<file path="config.mk">
export PLATFORM = sky130hd
export DESIGN_NAME = bnmp_host
export DESIGN_NICKNAME = d
export VERILOG_FILES = /design/src/design/bnmp_pkg.sv /design/src/design/bnmp_host.sv /design/src/design/bnmp_sync.sv
export SDC_FILE = /design/constraint.sdc
export NUM_CORES = 1
export LEC_CHECK = 0
export ABC_AREA = 1
export BUFFER_PORTS_ARGS = -buffer_cell sky130_fd_sc_hd__buf_2
export CORE_MARGIN = 4
export CORE_UTILIZATION = 48
export DETAILED_ROUTE_END_ITERATION = 7
export GPL_TIMING_DRIVEN = 1
export PLACE_DENSITY_LB_ADDON = 0.2
export REMOVE_ABC_BUFFERS = 1
export SYNTH_ARGS = -nofsm -noshare
export SYNTH_HDL_FRONTEND = slang
export SYNTH_SLANG_ARGS = --single-unit
export TNS_END_PERCENT = 5
</file>
<file path="constraint.sdc">
create_clock -name ref_clk -period 1.5 [get_ports ref_clk]
set_input_delay 0.15 -clock ref_clk [delete_from_list [all_inputs] [get_ports ref_clk]]
set_output_delay 0.15 -clock ref_clk [all_outputs]
set_load 0.1 [all_outputs]
</file>
<file path="src/design/bnmp_pkg.sv">
// Constants and types for the byte-wide nonvolatile memory host controller
// What the document requires
// Memory has 32768 bytes, 15-bit address, 8 data bits each.
// Rows are 64 bits; every 8-byte boundary starts a new row.
// Read and write share one cycle time and one access time.
// Each cycle starts on chip-select falling edge, which captures address.
// Internal cycle completes even if chip select rises early.
// Address changes after capture are ignored until next falling edge.
// Device drives data only with output drive low and access time met.
// Output drive control high keeps device data lines high impedance.
// Write strobe low at chip-select fall makes a write; device never drives.
// Write strobe falling later starts as read until the strobe falls.
// Array write ends on first rising edge of strobe or chip select.
// Host holds strobe and select low for access time, data set up.
// Writes finish in the bus cycle; no ready, no polling needed.
// Precharge starts when select rises; host holds it high minimum time.
// Host never holds chip select low beyond the maximum low time.
// Host starts every access with a fresh select falling edge.
// Device never blocks accesses within its operating supply range.
// Host keeps chip select high while supply is below minimum; an access already under way still runs to its end.
// With select tied low, host keeps write strobe high at power cycles.
// With select high, device ignores inputs and leaves data undriven.
package bnmp_pkg;
	localparam int BNMP_AW = 15;
	localparam int BNMP_DW = 8;
	localparam int BNMP_CLK_PS = 4000;
	// Device timing in picoseconds
	localparam int BNMP_ACCESS_PS = 70000;
	localparam int BNMP_PRECHARGE_PS = 60000;
	localparam int BNMP_SETUP_PS = 30000;
	localparam int BNMP_CE_LOW_MAX_PS = 10000000;
	// Least times round up, longest time rounds down
	localparam int BNMP_ACCESS_CYC = (BNMP_ACCESS_PS + BNMP_CLK_PS - 1) / BNMP_CLK_PS;
	localparam int BNMP_PRECHARGE_CYC = (BNMP_PRECHARGE_PS + BNMP_CLK_PS - 1) / BNMP_CLK_PS;
	localparam int BNMP_SETUP_CYC = (BNMP_SETUP_PS + BNMP_CLK_PS - 1) / BNMP_CLK_PS;
	localparam int BNMP_CE_LOW_MAX_CYC = BNMP_CE_LOW_MAX_PS / BNMP_CLK_PS;
	// Read-back path latency: three flops, agreement stage, one spare cycle
	localparam int BNMP_SYNC_CYC = 5;
	localparam int BNMP_CW = 8;
	localparam logic [BNMP_CW-1:0] BNMP_CNT_ZERO = 8'h00;
	localparam logic [BNMP_CW-1:0] BNMP_CNT_ONE = 8'h01;
	typedef enum logic [2:0] {
		BNMP_IDLE = 3'b000,
		BNMP_SETUP = 3'b001,
		BNMP_ACCESS = 3'b010,
		BNMP_PRECHG = 3'b011,
		BNMP_LOCK = 3'b100
	} bnmp_state_t;
endpackage : bnmp_pkg

</file>
<file path="src/design/bnmp_host.sv">
// Host controller driving a byte-wide nonvolatile memory through its pins
`timescale 1ns/1ps
module bnmp_host
	import bnmp_pkg::*;
(
	input wire logic ref_clk,
	input wire logic rst_b,
	input wire logic supply_ok,
	input wire logic req_valid,
	input wire logic req_write,
	input wire logic [BNMP_AW-1:0] req_addr,
	input wire logic [BNMP_DW-1:0] req_wdata,
	output logic req_ready,
	output logic rsp_valid,
	output logic [BNMP_DW-1:0] rsp_rdata,
	output logic ce_n,
	output logic we_n,
	output logic oe_n,
	output logic [BNMP_AW-1:0] addr_in,
	input wire logic [BNMP_DW-1:0] data_io_in,
	output logic [BNMP_DW-1:0] data_io_out,
	output logic data_io_oe
);
	bnmp_state_t state;
	bnmp_state_t next_state;
	logic [BNMP_CW-1:0] cnt;
	logic [BNMP_CW-1:0] next_cnt;
	logic wr;
	logic next_wr;
	logic next_req_ready;
	logic next_rsp_valid;
	logic [BNMP_DW-1:0] next_rsp_rdata;
	logic next_ce_n;
	logic next_we_n;
	logic next_oe_n;
	logic [BNMP_AW-1:0] next_addr_in;
	logic [BNMP_DW-1:0] next_data_io_out;
	logic next_data_io_oe;
	logic pwr_good;
	logic [BNMP_DW-1:0] rd_sync;
	// Supply-good pin synchronised before use
	bnmp_sync u_pwr (
		.ref_clk(ref_clk),
		.rst_b(rst_b),
		.rst_val(1'b0),
		.pin(supply_ok),
		.level(pwr_good)
	);
	// Read data lines come from off chip
	genvar gi;
	generate
		for (gi = 0; gi < BNMP_DW; gi++) begin : g_rd
			bnmp_sync u_rd (
				.ref_clk(ref_clk),
				.rst_b(rst_b),
				.rst_val(1'b0),
				.pin(data_io_in[gi]),
				.level(rd_sync[gi])
			);
		end
	endgenerate
	// Sequencer: one select strobe per access, then precharge
	always_comb begin
		next_state = state;
		next_cnt = cnt;
		next_wr = wr;
		next_req_ready = 1'b0;
		next_rsp_valid = 1'b0;
		next_rsp_rdata = rsp_rdata;
		next_ce_n = ce_n;
		next_we_n = we_n;
		next_oe_n = oe_n;
		next_addr_in = addr_in;
		next_data_io_out = data_io_out;
		next_data_io_oe = data_io_oe;
		unique case (state)
			BNMP_LOCK: begin
				// Select held high
				next_ce_n = 1'b1;
				// Strobe high too
				next_we_n = 1'b1;
				next_oe_n = 1'b1;
				next_data_io_oe = 1'b0;
				if (pwr_good) begin
					next_state = BNMP_IDLE;
					next_req_ready = 1'b1;
				end
			end
			BNMP_IDLE: begin
				next_req_ready = pwr_good;
				if (!pwr_good) begin
					next_state = BNMP_LOCK;
				end else if (req_valid && req_ready) begin
					// Address and strobe set before select falls
					next_addr_in = req_addr;
					next_wr = req_write;
					// Select-controlled write
					next_we_n = !req_write;
					next_oe_n = req_write;
					next_data_io_out = req_wdata;
					next_data_io_oe = req_write;
					next_req_ready = 1'b0;
					next_state = BNMP_SETUP;
				end
			end
			BNMP_SETUP: begin
				// Fresh falling edge
				// One per access
				next_ce_n = 1'b0;
				// Select stays low past access time until read data clears the synchroniser
				next_cnt = BNMP_CW'(BNMP_ACCESS_CYC + BNMP_SYNC_CYC);
				next_state = BNMP_ACCESS;
			end
			BNMP_ACCESS: begin
				// Hold access time
				// Low time bounded
				if (cnt > BNMP_CNT_ONE) begin
					next_cnt = cnt - BNMP_CNT_ONE;
				end else begin
					// Select rise ends write
					// Precharge begins
					next_ce_n = 1'b1;
					next_we_n = 1'b1;
					next_oe_n = 1'b1;
					next_data_io_oe = 1'b0;
					if (!wr) begin
						// Data valid after access
						next_rsp_rdata = rd_sync;
					end
					// No polling needed
					next_rsp_valid = 1'b1;
					next_cnt = BNMP_CW'(BNMP_PRECHARGE_CYC);
					next_state = BNMP_PRECHG;
				end
			end
			BNMP_PRECHG: begin
				// Minimum high time
				if (cnt > BNMP_CNT_ONE) begin
					next_cnt = cnt - BNMP_CNT_ONE;
				end else begin
					next_cnt = BNMP_CNT_ZERO;
					next_state = pwr_good ? BNMP_IDLE : BNMP_LOCK;
					next_req_ready = pwr_good;
				end
			end
			default: begin
				next_state = BNMP_LOCK;
			end
		endcase
	end
	// State registers; pins idle deselected
	always_ff @(posedge ref_clk or negedge rst_b) begin
		if (!rst_b) begin
			state <= BNMP_LOCK;
			cnt <= BNMP_CNT_ZERO;
			wr <= 1'b0;
			req_ready <= 1'b0;
			rsp_valid <= 1'b0;
			rsp_rdata <= 8'h00;
			ce_n <= 1'b1;
			we_n <= 1'b1;
			oe_n <= 1'b1;
			addr_in <= 15'h0000;
			data_io_out <= 8'h00;
			data_io_oe <= 1'b0;
		end else begin
			state <= next_state;
			cnt <= next_cnt;
			wr <= next_wr;
			req_ready <= next_req_ready;
			rsp_valid <= next_rsp_valid;
			rsp_rdata <= next_rsp_rdata;
			ce_n <= next_ce_n;
			we_n <= next_we_n;
			oe_n <= next_oe_n;
			addr_in <= next_addr_in;
			data_io_out <= next_data_io_out;
			data_io_oe <= next_data_io_oe;
		end
	end
endmodule : bnmp_host

</file>
<file path="src/design/bnmp_sync.sv">
// Three-stage synchroniser with agreement filter for one pin
`timescale 1ns/1ps
module bnmp_sync (
	input wire logic ref_clk,
	input wire logic rst_b,
	input wire logic rst_val,
	input wire logic pin,
	output logic level
);
	logic s1;
	logic s2;
	logic s3;
	logic next_level;
	// Accept a change once second and third stages agree
	always_comb begin
		next_level = level;
		if (s2 == s3) begin
			next_level = s3;
		end
	end
	// Register chain; every stage resets to zero, rst_val is not used
	always_ff @(posedge ref_clk or negedge rst_b) begin
		if (!rst_b) begin
			s1 <= 1'b0;
			s2 <= 1'b0;
			s3 <= 1'b0;
			level <= 1'b0;
		end else begin
			s1 <= pin;
			s2 <= s1;
			s3 <= s2;
			level <= next_level;
		end
	end
endmodule : bnmp_sync

</file>
==> impl_metrics.py <==
metrics = {
    "run_status": {
        "status": "completed",
    },
    "pwr": {
        "pwr-share-comb_pct": 53.1,
        "pwr-share-seq_pct": 32.2,
        "vdd_drop_max_mv": 1.888,
        "p_int_uw": 4630,
        "power.density_mw_per_mm2": 2275,
        "total_power_uw": 10080,
        "p_leak_uw": 0.002337,
        "power.switching_uw": 5452,
        "power_frac_clock_pct": 14.7,
        "switching_share_pct": 54.08,
    },
    "clock_network": {
        "numCtsBuffers": 9,
        "cts-root-buf": "clkbuf_8",
        "cts_buffer_depth": 2,
        "cts_max_level": 3,
        "clk_latency_ns": 0.35,
        "cts_tree": "built",
        "clock-sinks": 85,
        "path_clk_slew_ns": 0.08,
    },
    "yosys": {
        "ys_warn_count": 0,
        "syn_area_mm2": 0.003278,
        "ys_seq_elements": 85,
        "yosysTopAreaCell": "dfrtp_1",
        "synth.distinct_cells": 22,
        "ys_seq_area_share_pct": 65.04,
        "netlist_instances": 331,
        "synth_area_leaders": "dfrtp_1 62%, nand2_1 15%, o21ai_0 4.3%, dfstp_2 3.2%, maj3_1 2.7%",
        "synth.avg_cell_area_um2": 9.904,
        "synth.top_cell.area_share_pct": 61.83,
        "synthArstFlopShare_pct": 100.0,
        "synth_flop_cell": "dfrtp_1",
        "synth_edf_count": 0,
    },
    "setup_path": {
        "crit_required_ns": 1.75,
        "crit_type": "reg -> reg",
        "critPathMaxStageDelay_ns": 0.38,
        "path_buf_inv": 4,
        "critPathSlowestCell": "dfrtp_1",
        "cp_data_arrival_time_ns": 1.69,
        "crit_chain": "inv_2, buf_4, buf_4, buf_4, nand3_1, nor2_1, nand3_1, nand3_1, nand2_1",
        "critPathCaptureType": "flop",
        "path_max_fanout": 4,
        "crit_path_start_kind": "flop",
        "critical_path.top_delay_family": "simple AND/OR/NAND/NOR gates",
    },
    "floorplanning": {
        "start_util_pct": 50.47,
        "die_w_um": 90.64,
        "boundaryPins": 73,
        "core_mm2": 0.006495,
        "num_rows": 29,
        "dieHeight_um": 90.64,
        "die_area_mm2": 0.008216,
    },
    "timing": {
        "slew_headroom_pct": 66.90,
        "min_period_over_period_pct": 96.10,
        "setup_slack_ns": 0.05853,
        "max_freq_mhz": 693.7,
        "setup_viol": 0,
        "worstMarginPinSlew_ns": 0.4999,
        "rsz0062_at_grt": "true",
        "hold_viol": 0,
        "fin_skew_ns": 0.007376,
        "period_minus_slack_ns": 1.441,
        "hold_slack_ns": 0.05822,
        "tns_ns": 0,
        "final_max_slew_viol_count": 0,
    },
    "final_layout": {
        "diodes": 0,
        "design_area_mm2": 0.004432,
        "nFillCells": 472,
        "final_common_cell": "nand2_1",
        "drive_above_1_share_pct": 27.98,
        "syn2layout_area_growth_pct": 35.19,
        "layout_common_cells": "126 x nand2_1, 81 x dfrtp_1, 68 x buf_2",
        "nets": 494,
    },
    "detailed_routing": {
        "via_per_inst": 4.911,
        "wl_met1_mm": 3.080,
        "met2_length_mm": 3.505,
        "drc_errors": 0,
        "wl_met3_um": 596,
        "ant_nets": 0,
        "top_layer": "met4",
        "routed_wirelength_mm": 7.315,
        "dr.pass1.iters": 4,
        "wl_per_cell_um": 13.60,
        "drt-initial-drc-count": 123,
        "vias": 2642,
    },
    "global_route": {
        "antenna_found_initial": 0,
        "grt-ovfl-total": 0,
        "grtUsageTotal_pct": 18.78,
        "grt_max_degree": 40,
        "grt_pass1_wl_mm": 12.41,
        "grt_pass1_vias": 2751,
    },
    "place": {
        "dp_slack_ns": 0.007272,
        "port_buffers": 72,
        "place_area_mm2": 0.003822,
        "gp_congestion": 0.8823,
        "dp_hpwl_mm": 4.691,
    },
    "flow_run": {
        "cap_violations": 0,
    },
    "hold_path": {
        "hp-class": "in -> reg",
    },
}
==> synth_stat cells (all sizes together), types with 2 or more instances <==
cell	n
clkbuf	4
nand2	131
a21oi	2
o21ai	29
nand4	4
buf	2
inv	26
nand3	21
dfstp	4
nor2	14
ha	2
dfrtp	81
maj3	9
==> tightest hold or removal path, cell delays in order <==
cell,delay (ns)
buf_2,0.10
nand2_1,0.07
nand2_1,0.07
==> power by group through the flow <==
| stage | registers [µW] | clock network (µW) | logic (µW) |
|---|---|---|---|
| finish | 3250 | 1480 | 5350 |
| global route | 3320 | 1640 | 5710 |
| CTS | 3230 | 1530 | 5150 |
| detailed placement | 3250 | 0 | 5080 |
| global placement | 3270 | 0 | 5000 |
| floorplan | 6040 | 0 | 1250 |
==> path summary, 6_finish.rpt <==
path,to,slack (ns),cells after the start,start
hold reg to reg,g_rd[0].u_rd.s2,0.35,0,g_rd[0].u_rd.s1
setup reg to reg,cnt[5],0.06,9,cnt[1]
min in group asynchronous,cnt[5],0.28,2,rst_b
max in group asynchronous,g_rd[5].u_rd.s3,0.68,3,rst_b
setup / recovery,cnt[5],0.06,9,cnt[1]
hold / removal,data_io_oe,0.06,3,req_write
==> state kept, by name, indices dropped and copies added, names as in the netlist <==
signal / cells
state: 3
we_n: 1
rsp_valid: 1
req_ready: 1
g_rd.u_rd.s3: 8
u_pwr.level: 1
oe_n: 1
rsp_rdata: 8
data_io_oe: 1
u_pwr.s3: 1
u_pwr.s1: 1
g_rd.u_rd.s1: 8
data_io_out: 8
u_pwr.s2: 1
addr_in: 15
ce_n: 1
g_rd.u_rd.s2: 8
cnt: 8
g_rd.u_rd.level: 8
wr: 1
==> final cells by class <==
type / count / area [µm²] / area share [%]
tap: 77 / 96.34 / 2.174
clock buffer: 10 / 137.6 / 3.106
timing repair buffer: 120 / 838.3 / 18.92
clock inverter: 6 / 46.29 / 1.045
multi-input combinational: 214 / 1081 / 24.39
sequential: 85 / 2132 / 48.11
inverter: 26 / 100.1 / 2.259
==> per-stage QoR <==
stage / instances / util (%)
detailed placement: 486 / 58.85
global placement: 486 / 58.85
floorplan: 325 / -
CTS: 535 / 66.81
finish: 538 / 68.23
global route: 538 / 68.23
==> kinds of logic after synthesis <==
| logic type | after synthesis | share of synthesized area [%] |
|---|---|---|
| flip-flops | 85 | 65.04 |
| AND/OR/NAND/NOR | 170 | 22.33 |
| adder cells (fa/ha/maj) | 11 | 3.511 |
| buffers and inverters | 32 | 3.893 |
| XOR/XNOR | 1 | 0.2672 |
| AO/OA/AOI/OAI | 32 | 4.962 |
==> metal layers <==
metal  global-route usage (%)  vias to the layer above
met2                    30.88                       96
met3                    7.583                       15
li1                         -                     1300
met4                    5.485                        0
met5                        0                        -
met1                    22.76                     1231
==> what timing repair did <==
item                                   in CTS  in global routing
gates resized for setup                     1                 20
endpoints found under the hold margin      58                  0
pin swaps                                   0                 10
hold buffers                               33                  0
buffers inserted                            0                  3
setup endpoints to repair                   2                 24
(Power assumes the default switching activity.)
